<file path="src/hw/ispi_pkg.sv">
// Shared constants and types of the impact sensor serial register port.
// Assumes a single 20 MHz core clock; all pin timing is recovered by sampling.
package ispi_pkg;

    // ----------------------------------------------------------------
    // Frame and register layout
    // ----------------------------------------------------------------
    localparam int unsigned REG_W = 16;
    localparam int unsigned ADDR_W = 6;
    localparam int unsigned IDX_W = 5;
    localparam int unsigned REG_COUNT = 32;
    localparam int unsigned BYTE_W = 8;
    localparam int unsigned WR_W = ADDR_W + BYTE_W;
    localparam int unsigned FIFO_DEPTH = 16;
    localparam logic [4:0] FRAME_BITS = 5'h10;
    localparam logic [4:0] CNT_OVER = 5'h11;
    localparam int unsigned OP_HI = 15;
    localparam int unsigned OP_LO = 14;
    localparam int unsigned ADDR_HI = 13;
    localparam int unsigned ADDR_LO = 8;
    localparam logic [1:0] OP_WRITE = 2'h2;
    localparam logic [1:0] OP_READ = 2'h0;
    localparam logic [1:0] BE_UPPER = 2'h2;
    localparam logic [1:0] BE_LOWER = 2'h1;
    localparam logic [1:0] BE_WORD = 2'h3;
    localparam logic [15:0] TX_IDLE = 16'h0000;

    // ----------------------------------------------------------------
    // Pin sampling: bit positions and idle levels at reset
    // ----------------------------------------------------------------
    localparam int unsigned PIN_DIN = 0;
    localparam int unsigned PIN_SCLK = 1;
    localparam int unsigned PIN_CS = 2;
    localparam logic [2:0] PIN_RST = 3'h6;

    typedef enum logic [1:0] {ST_IDLE, ST_FRAME, ST_FETCH} ispi_state_t;

endpackage

</file>
<file path="src/hw/ispi_mem_if.sv">
// Port bundle between the frame controller and the register memory.
// Assumes both ends run on the core clock.
interface ispi_mem_if;
    import ispi_pkg::*;
    logic we;
    logic [1:0] wbe;
    logic [IDX_W-1:0] widx;
    logic [REG_W-1:0] wdata;
    logic re;
    logic [IDX_W-1:0] ridx;
    logic [REG_W-1:0] rdata;

    modport ctrl (output we, output wbe, output widx, output wdata, output re, output ridx,
        input rdata);
    modport mem (input we, input wbe, input widx, input wdata, input re, input ridx,
        output rdata);
endinterface

</file>
<file path="src/hw/ispi_port.sv">
// Serial register port of the impact sensor: frame decoder, shifters, register bank.
// Assumes pins arrive asynchronous to mclk and the serial clock is at most mclk/8.
module ispi_port
    import ispi_pkg::*;
(
    input wire logic mclk,
    input wire logic reset_n,
    input wire logic cs_n,
    input wire logic sclk,
    input wire logic din,
    output logic dout,
    output logic dout_oe,
    input wire logic core_we,
    input wire logic [IDX_W-1:0] core_idx,
    input wire logic [REG_W-1:0] core_data,
    output logic wr_fifo_ready,
    output logic host_wr_valid,
    output logic [ADDR_W-1:0] host_wr_addr,
    output logic [BYTE_W-1:0] host_wr_data
);

    // ----------------------------------------------------------------
    // Decoding helpers
    // ----------------------------------------------------------------
    function automatic logic [IDX_W-1:0] idx_of(input logic [ADDR_W-1:0] a);
        return a[ADDR_W-1:1];
    endfunction

    function automatic logic [1:0] lane_of(input logic [ADDR_W-1:0] a);
        return a[0] ? BE_UPPER : BE_LOWER;
    endfunction

    // ----------------------------------------------------------------
    // Pin sampling
    // ----------------------------------------------------------------
    logic [2:0] pins;
    logic [2:0] s1_r;
    logic [2:0] s2_r;
    logic [2:0] s3_r;
    logic [2:0] flt_r;
    logic [2:0] flt_nxt;
    logic [2:0] fltd_r;

    assign pins = {cs_n, sclk, din};

    // A level only counts once two late stages agree, which rejects a runt pulse
    always_comb
    begin
        flt_nxt = (s2_r & ~(s2_r ^ s3_r)) | (flt_r & (s2_r ^ s3_r));
    end

    always_ff @(posedge mclk or negedge reset_n)
    begin
        if (!reset_n)
        begin
            s1_r <= PIN_RST;
            s2_r <= PIN_RST;
            s3_r <= PIN_RST;
            flt_r <= PIN_RST;
            fltd_r <= PIN_RST;
        end
        else
        begin
            s1_r <= pins;
            s2_r <= s1_r;
            s3_r <= s2_r;
            flt_r <= flt_nxt;
            fltd_r <= flt_r;
        end
    end

    logic cs_act;
    logic cs_fall;
    logic cs_rise;
    logic sclk_rise;
    logic sclk_fall;
    logic din_s;

    assign cs_act = !flt_r[PIN_CS];
    assign cs_fall = fltd_r[PIN_CS] && !flt_r[PIN_CS];
    assign cs_rise = !fltd_r[PIN_CS] && flt_r[PIN_CS];
    assign sclk_rise = !fltd_r[PIN_SCLK] && flt_r[PIN_SCLK];
    assign sclk_fall = fltd_r[PIN_SCLK] && !flt_r[PIN_SCLK];
    assign din_s = flt_r[PIN_DIN];

    // ----------------------------------------------------------------
    // Write path and register bank
    // ----------------------------------------------------------------
    ispi_mem_if mbus ();

    logic fifo_push;
    logic fifo_out_valid;
    logic fifo_out_ready;
    logic [WR_W-1:0] fifo_out_data;
    logic [WR_W-1:0] push_data;
    logic rd_req;
    logic [ADDR_W-1:0] drain_addr;
    logic [BYTE_W-1:0] drain_byte;
    ispi_state_t state_r;
    ispi_state_t state_nxt;
    logic [4:0] bit_cnt_r;
    logic [4:0] bit_cnt_nxt;
    logic [REG_W-1:0] rx_r;
    logic [REG_W-1:0] rx_nxt;
    logic [REG_W-1:0] tx_r;
    logic [REG_W-1:0] tx_nxt;
    logic [1:0] op;

    ispi_fifo #(
        .WIDTH(WR_W),
        .DEPTH(FIFO_DEPTH)
    ) u_fifo (
        .mclk(mclk),
        .reset_n(reset_n),
        .in_valid(fifo_push),
        .in_ready(wr_fifo_ready),
        .in_data(push_data),
        .out_valid(fifo_out_valid),
        .out_ready(fifo_out_ready),
        .out_data(fifo_out_data)
    );

    ispi_mem #(
        .DEPTH(REG_COUNT)
    ) u_mem (
        .mclk(mclk),
        .reset_n(reset_n),
        .mp(mbus.mem)
    );

    assign drain_addr = fifo_out_data[WR_W-1:BYTE_W];
    assign drain_byte = fifo_out_data[BYTE_W-1:0];
    // Core updates win; host writes wait in the FIFO, and one arriving while it is full is dropped
    assign fifo_out_ready = !core_we;

    always_comb
    begin
        mbus.we = core_we || fifo_out_valid;
        mbus.wbe = BE_WORD;
        mbus.widx = core_idx;
        mbus.wdata = core_data;
        if (!core_we)
        begin
            mbus.wbe = lane_of(drain_addr);
            mbus.widx = idx_of(drain_addr);
            mbus.wdata = {drain_byte, drain_byte};
        end
        mbus.re = rd_req;
        mbus.ridx = idx_of(rx_r[ADDR_HI:ADDR_LO]);
    end

    // ----------------------------------------------------------------
    // Committed host writes reported to the core
    // ----------------------------------------------------------------
    logic hw_valid_nxt;
    logic [ADDR_W-1:0] hw_addr_nxt;
    logic [BYTE_W-1:0] hw_data_nxt;

    always_comb
    begin
        hw_valid_nxt = fifo_out_valid && fifo_out_ready;
        hw_addr_nxt = host_wr_addr;
        hw_data_nxt = host_wr_data;
        if (hw_valid_nxt)
        begin
            hw_addr_nxt = drain_addr;
            hw_data_nxt = drain_byte;
        end
    end

    always_ff @(posedge mclk or negedge reset_n)
    begin
        if (!reset_n)
        begin
            host_wr_valid <= 1'b0;
            host_wr_addr <= '0;
            host_wr_data <= '0;
        end
        else
        begin
            host_wr_valid <= hw_valid_nxt;
            host_wr_addr <= hw_addr_nxt;
            host_wr_data <= hw_data_nxt;
        end
    end

    // ----------------------------------------------------------------
    // Frame controller
    // ----------------------------------------------------------------
    assign op = rx_r[OP_HI:OP_LO];
    assign push_data = rx_r[ADDR_HI:0];

    always_comb
    begin
        state_nxt = state_r;
        bit_cnt_nxt = bit_cnt_r;
        rx_nxt = rx_r;
        tx_nxt = tx_r;
        fifo_push = 1'b0;
        rd_req = 1'b0;
        unique case (state_r)
            ST_IDLE:
            begin
                // Deselected: clock and data are not even looked at
                if (cs_fall)
                begin
                    state_nxt = ST_FRAME;
                    bit_cnt_nxt = '0;
                end
            end
            ST_FRAME:
            begin
                if (cs_rise)
                begin
                    state_nxt = ST_IDLE;
                    tx_nxt = TX_IDLE;
                    if (bit_cnt_r == FRAME_BITS)
                    begin
                        fifo_push = (op == OP_WRITE);
                        rd_req = (op == OP_READ);
                        if (op == OP_READ)
                            state_nxt = ST_FETCH;
                    end
                end
                else
                begin
                    if (sclk_rise)
                    begin
                        rx_nxt = {rx_r[REG_W-2:0], din_s};
                        if (bit_cnt_r != CNT_OVER)
                            bit_cnt_nxt = bit_cnt_r + 5'h01;
                    end
                    // Bit 15 went out at select fall; leading fall in mode 3 must not shift
                    if (sclk_fall && bit_cnt_r != '0)
                        tx_nxt = {tx_r[REG_W-2:0], 1'b0};
                end
            end
            ST_FETCH:
            begin
                tx_nxt = mbus.rdata;
                state_nxt = ST_IDLE;
            end
        endcase
    end

    always_ff @(posedge mclk or negedge reset_n)
    begin
        if (!reset_n)
        begin
            state_r <= ST_IDLE;
            bit_cnt_r <= '0;
            rx_r <= '0;
            tx_r <= TX_IDLE;
        end
        else
        begin
            state_r <= state_nxt;
            bit_cnt_r <= bit_cnt_nxt;
            rx_r <= rx_nxt;
            tx_r <= tx_nxt;
        end
    end

    assign dout = tx_r[REG_W-1];
    assign dout_oe = cs_act;
endmodule

</file>
<file path="src/hw/ispi_mem.sv">
// Register bank: 16-bit words with per-byte write enables, registered read.
// Assumes the controller resolves write priority before this port.
module ispi_mem
    import ispi_pkg::*;
#(
    parameter int unsigned DEPTH = REG_COUNT
)(
    input wire logic mclk,
    input wire logic reset_n,
    ispi_mem_if.mem mp
);

    logic [REG_W-1:0] rd_word;
    logic [REG_W-1:0] rdata_r;
    logic [REG_W-1:0] rdata_nxt;

    // ----------------------------------------------------------------
    // Byte lanes
    // ----------------------------------------------------------------
    // No reset on the array: contents are loaded by the core after start
    // One array per lane keeps a single writing process for each
    genvar b;
    generate
        for (b = 0; b < 2; b++)
        begin : g_lane
            logic [BYTE_W-1:0] lane_q [DEPTH];
            always_ff @(posedge mclk)
            begin
                if (mp.we && mp.wbe[b])
                    lane_q[mp.widx] <= mp.wdata[b*BYTE_W +: BYTE_W];
            end
            assign rd_word[b*BYTE_W +: BYTE_W] = lane_q[mp.ridx];
        end
    endgenerate

    // ----------------------------------------------------------------
    // Read port
    // ----------------------------------------------------------------
    always_comb
    begin
        rdata_nxt = rdata_r;
        if (mp.re)
            rdata_nxt = rd_word;
    end

    always_ff @(posedge mclk or negedge reset_n)
    begin
        if (!reset_n)
            rdata_r <= TX_IDLE;
        else
            rdata_r <= rdata_nxt;
    end

    assign mp.rdata = rdata_r;

endmodule

</file>
<file path="src/hw/ispi_fifo.sv">
// Synchronous FIFO with valid/ready on both sides.
// Assumes one clock; the drain side may stall at will.
module ispi_fifo
    import ispi_pkg::*;
#(
    parameter int unsigned WIDTH = WR_W,
    parameter int unsigned DEPTH = FIFO_DEPTH
)(
    input wire logic mclk,
    input wire logic reset_n,
    input wire logic in_valid,
    output logic in_ready,
    input wire logic [WIDTH-1:0] in_data,
    output logic out_valid,
    input wire logic out_ready,
    output logic [WIDTH-1:0] out_data
);

    localparam int unsigned PW = $clog2(DEPTH);

    logic [WIDTH-1:0] buf_r [DEPTH];
    logic [PW:0] wr_ptr_r;
    logic [PW:0] wr_ptr_nxt;
    logic [PW:0] rd_ptr_r;
    logic [PW:0] rd_ptr_nxt;
    logic push;
    logic pop;
    logic full;
    logic empty;

    // ----------------------------------------------------------------
    // Pointers
    // ----------------------------------------------------------------
    always_comb
    begin
        empty = (wr_ptr_r == rd_ptr_r);
        full = (wr_ptr_r[PW] != rd_ptr_r[PW]) && (wr_ptr_r[PW-1:0] == rd_ptr_r[PW-1:0]);
        in_ready = !full;
        out_valid = !empty;
        push = in_valid && !full;
        pop = out_ready && !empty;
        wr_ptr_nxt = wr_ptr_r + (PW+1)'(push);
        rd_ptr_nxt = rd_ptr_r + (PW+1)'(pop);
    end

    always_ff @(posedge mclk or negedge reset_n)
    begin
        if (!reset_n)
        begin
            wr_ptr_r <= '0;
            rd_ptr_r <= '0;
        end
        else
        begin
            wr_ptr_r <= wr_ptr_nxt;
            rd_ptr_r <= rd_ptr_nxt;
        end
    end

    always_ff @(posedge mclk)
    begin
        if (push)
            buf_r[wr_ptr_r[PW-1:0]] <= in_data;
    end

    assign out_data = buf_r[rd_ptr_r[PW-1:0]];
endmodule

</file>
<file path="config.mk">
export PLATFORM = sky130hd
export DESIGN_NAME = ispi_port
export DESIGN_NICKNAME = d
export VERILOG_FILES = /design/src/hw/ispi_pkg.sv /design/src/hw/ispi_mem_if.sv /design/src/hw/ispi_port.sv /design/src/hw/ispi_mem.sv /design/src/hw/ispi_fifo.sv
export SDC_FILE = /design/constraint.sdc
export NUM_CORES = 1
export LEC_CHECK = 0
export BUFFER_PORTS_ARGS = -buffer_cell sky130_fd_sc_hd__buf_2
export CAP_MARGIN = 20
export CORE_MARGIN = 5
export CORE_UTILIZATION = 63
export DETAILED_ROUTE_END_ITERATION = 7
export HOLD_SLACK_MARGIN = 0.06
export PLACE_DENSITY = 0.9
export SYNTH_ARGS = -nofsm -noshare
export SYNTH_HDL_FRONTEND = slang
export SYNTH_SLANG_ARGS = --single-unit
</file>
<file path="constraint.sdc">
create_clock -name mclk -period 4.2 [get_ports mclk]
set_clock_uncertainty 0.2 [all_clocks]
set_input_delay 0.42 -clock mclk [delete_from_list [all_inputs] [get_ports mclk]]
set_output_delay 0.42 -clock mclk [all_outputs]
set_load 0.02 [all_outputs]
</file>
# Word level (Yosys, flattened, before mapping)
# Memory sizes are Yosys's and may differ from the RTL's. A register that Yosys moved wholly into a read port is not among the register bits.
# Index checks and enable logic that the tools add are counted.
[totals]
regBits = 79
ram_bits = 736
inputBits = 27
memories = 3
output_inout_bits = 18
[memory_table]
columns = ["name", "words", "width", "read_ports", "rd_ports_with_merged_regs", "wr", "line_no", "text"]
rows = [
  ["u_mem.g_lane[0].lane_q", 32, 8, 1, 1, 1, "ispi_mem.sv:26", "logic [BYTE_W-1:0] lane_q [DEPTH];"],
  ["u_mem.g_lane[1].lane_q", 32, 8, 1, 1, 1, "ispi_mem.sv:26", ""],
  ["u_fifo.buf_r", 16, 14, 1, 0, 1, "ispi_fifo.sv:21", "logic [WIDTH-1:0] buf_r [DEPTH];"],
]
[op_classes]
n_reduce_logical = 29
n_addsub = 3
bitwise_logic = 6
n_eq_ne = 14
mux = 29
[op_table]
columns = ["cell", "n"]
rows = [
  ["16-bit 2-to-1 mux", 3],
  ["16-bit one-hot mux with 2 select lines", 1],
  ["5-bit 2-to-1 mux", 5],
  ["1-bit 2-to-1 mux", 12],
  ["2-bit 2-to-1 mux", 6],
  ["5-bit by 1-bit adder with 5-bit output", 2],
  ["1-bit logical AND", 10],
  ["2-bit != test, second input constant", 5],
  ["5-bit one-hot mux with 2 select lines", 1],
  ["1-bit zero test", 9],
  ["3-bit bitwise AND", 2],
  ["2-bit one-hot mux with 3 select lines", 1],
  ["5-bit by 1-bit adder with 5-bit output, second input constant", 1],
  ["5-bit == test", 1],
  ["5-bit == test, second input constant", 1],
  ["5-bit != test, second input constant", 1],
  ["5-bit AND reduction", 1],
  ["5-bit nonzero test", 1],
  ["2-bit == test, second input constant", 2],
  ["4-bit == test", 1],
  ["2-bit zero test", 2],
  ["2-bit AND reduction", 2],
  ["2-bit nonzero test", 2],
  ["3-bit != test, second input constant", 1],
  ["8 further kinds", 8],
]

# Logic depth before layout (Yosys ltp)
[logic_depth]
word_depth = 7
depth_mapped = 11

# Cells and area by module
# From an unflattened synthesis, not the netlist that was laid out.
[hier_totals]
cells_unflattened = 1933
hier_area_um2 = 33230.6
[modules_own_cells]
columns = ["module", "area_per_inst_um2", "n_inst", "cells_each"]
rows = [
  ["ispi_mem", 20802.5, 1, 1172],
  ["ispi_fifo", 9272.6, 1, 474],
  ["ispi_port", 3155.5, 1, 287],
]

# Worst setup path before layout
# Ideal clock, no wire load.
[synth_path]
path_kind = "register to register"
startpoint = "register u_fifo.rd_ptr_r[1]"
endpoint = "memory u_fifo.buf_r[0][0] (netlist bit) (enable)"
path_buffers = 2
arrival_time_ps = 2750
synth_period_minus_slack_ps = 3353
setup_slack_ps = 847
stages_incl_launch_ff = 9
path_cell_list = "dfrtp_1 > buf_6 > xor2_1 > nor4_1 > nand2_1 > and3_1 > clkbuf_1 > or3b_2 > nor3_1"
[synth_via]
elab_chain_len = 6
[synth_lines]
columns = ["element", "line_no", "text"]
rows = [
  ["start, declared", "ispi_fifo.sv:24", "logic [PW:0] rd_ptr_r;"],
  ["start signal, assigned", "ispi_fifo.sv:56", "rd_ptr_r <= rd_ptr_nxt;"],
  ["4-bit == test", "ispi_fifo.sv:37", "full = (wr_ptr_r[PW] != rd_ptr_r[PW]) && (wr_ptr_r[PW-1:0] == rd_ptr_r[PW-1:0]);"],
  ["1-bit logical AND", "ispi_fifo.sv:37", ""],
  ["1-bit zero test", "n/a", ""],
  ["via wr_fifo_ready", "ispi_port.sv:16", "output logic wr_fifo_ready,"],
  ["1-bit logical AND", "ispi_fifo.sv:40", "push = in_valid && !full;"],
  ["1-bit 2-to-1 mux", "ispi_fifo.sv:62", "if (push)"],
  ["1-bit 2-to-1 mux (not written as such)", "ispi_fifo.sv:63", "buf_r[wr_ptr_r[PW-1:0]] <= in_data;"],
  ["end, declared", "ispi_fifo.sv:21", ""],
]
# The timed path passes the listed nets, and every way through them passes these cells.

# Worst setup path after layout
[layout_path]
startpoint = "register u_fifo.rd_ptr_r[0]"
endpoint = "memory u_mem.g_lane[0].lane_q[16][4] (data pin)"
[layout_via]
elab_chain_len = 2
[layout_lines]
columns = ["element", "line_no", "text"]
rows = [
  ["memory 16 x 14 bit", "n/a", ""],
  ["16-bit 2-to-1 mux", "ispi_port.sv:142", "if (!core_we)"],
  ["via mbus.wdata[4]", "ispi_mem_if.sv:8", "logic [REG_W-1:0] wdata;"],
  ["end, declared", "ispi_mem.sv:26", ""],
]
# The timed path passes the listed nets, and every way through them passes these cells.

==> metrics.md <==
| Metric | Value |
|---|---|
| Post-DP HPWL | `47,600 um` |
| Grt total ovfl | `0` |
| Worst-case clock buffer depth | `3` |
| Period utilization | `98.1%` |
| Pin count of the biggest net entering global routing | `65` |
| Ys Warns | `0` |
| Worst VDD drop | `500 uV` |
| # setup viols final | `0` |
| CP arrival | `4110 ps` |
| Setup total negative slack | `0 ps` |
| Worst reg2reg path depth | `7` |
| Tot GR Track Use | `29.8%` |
| PwrDens | `476 nW/um^2` |
| Startpoint of the worst hold path | `core_data[12]` |
| Worst slew pin tran | `1250 ps` |
| FF/Latch Area | `24,500 um^2` |
| Die X | `239 um` |
| Initial Util | `63.3%` |
| Post-synth EDFFs | `736` |
| # H-tree levels | `3` |
| Clock Sink Count | `830` |
| Global-route wire length before repair | `124,000 um` |
| Vias in the first global route | `18,400` |
| Fin crit period | `4120 ps` |
| Max Fclk | `243 MHz` |
| Filler instances | `2,751` |
| Unrepaired setup endpoints after global routing | `false` |
| Post-Syn Instances | `1,636` |
| TritonRoute pass-1 iters | `6` |
| I/O pins | `45` |
| Max Slew Vio Count | `0` |
| Class of the worst hold path | `input port to flip-flop` |
| Fin nets | `1,821` |
| Hold Worst Slack | `128 ps` |
| Kind of end point of the critical path | `flip-flop` |
| Predominant post-synthesis flop cell | `edfxtp_1` |
| Worst-Skew Late Latency | `640 ps` |
| Vias post-DR | `18,600` |
| Worst reg2reg setup slack | `80 ps` |
| P_leak | `12.2 nW` |
| Hold path cells | `2` |
| Hold Path End | `u_mem.g_lane[1].lane_q[13][4]` |
| RR Endpoint | `u_mem.g_lane[0].lane_q[16][4]` |
| Fraction of layout cells with a size suffix above 1 | `31.4%` |
| Util after Layout | `71.4%` |
| CP Max Fanout | `36` |
| # Max-Cap Violations | `0` |
| Crit path launch | `u_fifo.rd_ptr_r[0]` |
| DRC | `0` |
| Wirelength per Cell | `35.4 um` |
| Core area | `52,300 um^2` |
| Critical path class | `flip-flop to flip-flop` |
| Antenna violations before repair | `2` |
| Synth unique cells | `66` |
| Startpoint Class | `flip-flop` |
| Status | `finished, final reports clean` |
| CTS Buf Count | `81` |
| Syn avg cell area | `20.3 um^2` |
| CTS clk-pin slew, worst paths | `70 ps` |
| Footprint of the multi-input gates | `8060 um^2` |
| Initial drt markers | `3,218` |
| Synthesized cell area | `33,100 um^2` |
| Buffers on Ports | `44` |
| Die ar. | `57,300 um^2` |
| Async S/R FF share, synth | `11.3%` |
| Synth-to-Final Area Change | `12.7%` |
| Relative slew margins | `16.7%` |
| CTS tree | `built` |
| Syn nets | `1,673` |
| Gp weighted congestion | `0.902` |
| Final WL | `89,700 um` |
| #FFs+latches synth | `830` |
| Remaining antenna violation count after routing | `0` |
| Reg2reg start | `u_fifo.rd_ptr_r[0]` |
| Rows | `84` |
| Tot Pwr | `0.0178 W` |
| Seq/Total Area, Yosys | `73.8%` |
| Die height | `239 um` |
| CTS Root Cell | `clkbuf_16` |
| Via density | `7.33` |
| Final hold violation count | `0` |
| CP required | `4190 ps` |
how the worst max path moves through the flow:
stage | slack, ps | to
floorplan | 850 | u_fifo.buf_r[0][0]
global placement | 530 | u_mem.g_lane[1].lane_q[0][3]
detailed placement | 390 | u_mem.g_lane[0].lane_q[26][5]
CTS | 170 | u_mem.g_lane[1].lane_q[0][4]
global route | 20 | u_mem.g_lane[0].lane_q[17][4]
finish | 80 | u_mem.g_lane[0].lane_q[16][4]
metrics by stage:
stage                     setup slack [ps]  std cells  area [um^2]
final                                 79.5       2535        37300
after global routing                  21.3       2534        37300
after CTS                              169       2521        37100
after detailed placement               392       2372        34500
after global placement                 526       2369        34500
after floorplan                        847       1636        33100
cells in the mapped netlist (10+ instances only):
cell type	count	area, um^2
buf_1	11	41.3
nand2_1	59	221
nor3_1	31	155
buf_6	12	135
nor2_1	63	236
inv_1	11	41.3
ha_1	10	125
a21oi_1	45	225
a21o_1	18	135
nand2b_1	12	75.1
mux4_2	198	4460
dfrtp_1	84	2100
clkbuf_1	37	139
a22oi_1	23	173
mux2i_1	61	611
nor3_2	39	390
mux2_2	21	236
o21ai_0	20	100
dfstp_2	10	263
edfxtp_1	736	22100
buf_2	28	140
cell type report:
| type | instances | share of cell area (%) |
|---|---|---|
| tap | 688 | 2.30 |
| timing repair buffer | 162 | 3.63 |
| multi-input combinational | 698 | 21.6 |
| clock inverter | 45 | 1.12 |
| clock buffer | 100 | 5.70 |
| inverter | 11 | 0.111 |
| antenna | 1 | 0.00670 |
| sequential | 830 | 65.5 |
metal layers:
metal / global-route usage (%) / share of wire, %
met1: 39.4 / 32
met2: 48.7 / 50
met3: 6.76 / 12
met4: 12.8 / 5.9
met5: 0 / 0.014
logic make-up after synthesis:
kind of cell / share of synthesized area (%)
adders and majority gates: 0.468
xor gates and xnor gates: 0.291
AOI/OAI and AO/OA: 3.19
buffers and inverters: 1.91
DFF: 73.8
muxes: 16.1
and+or+nand+nor: 4.20
layout by cell type, fill, tap and decap left out, drive strengths merged, types with 10 or more instances in the layout:
cell and count:
dfstp 10, a21o 18, mux4 199, nand2 67, nor3 70, ha 10
mux2 21, edfxtp 736, o21ai 24, mux2i 61, nor2 63, a22oi 23
dfrtp 84, a21oi 45, clkbuf 102, inv 15, buf 156, clkinv 30
nand2b 12
report_power, final:
group / internal (W) / switching (W)
registers: 0.00932 / 0.000278
logic: 0.000373 / 0.000631
clock network: 0.00399 / 0.00320
worst max-delay path, cell delays in order (launching register included):
cell and delay, ps:
dfrtp_4 840, buf_4 330, mux4_2 540, mux2i_1 260, nor2_1 100, a21oi_1 600
nor2_1 190, a21o_1 580
flip-flops by register name, indices dropped and copies added (netlist names), 2 cells and up, named ones only:
| register | flops |
|---|---|
| u_fifo.buf_r | 224 |
| u_mem.g_lane.lane_q | 512 |
| s2_r | 3 |
| u_fifo.wr_ptr_r | 5 |
| tx_r | 16 |
| s3_r | 3 |
| fltd_r | 2 |
| u_fifo.rd_ptr_r | 5 |
| state_r | 2 |
| rx_r | 16 |
| s1_r | 3 |
| bit_cnt_r | 5 |
| host_wr_data | 8 |
| host_wr_addr | 6 |
| u_mem.mp.rdata | 16 |
what timing repair did:
| item | 4_1_cts | 5_1_grt |
|---|---|---|
| endpoints found under the setup margin | 0 | 0 |
| hold buffers | 4 | 0 |
| endpoints found under the hold margin | 66 | 0 |
| setup buffers | 0 | 0 |
| gates resized for setup | 0 | 0 |
Note: power is estimated with default switching activity, not from simulation.
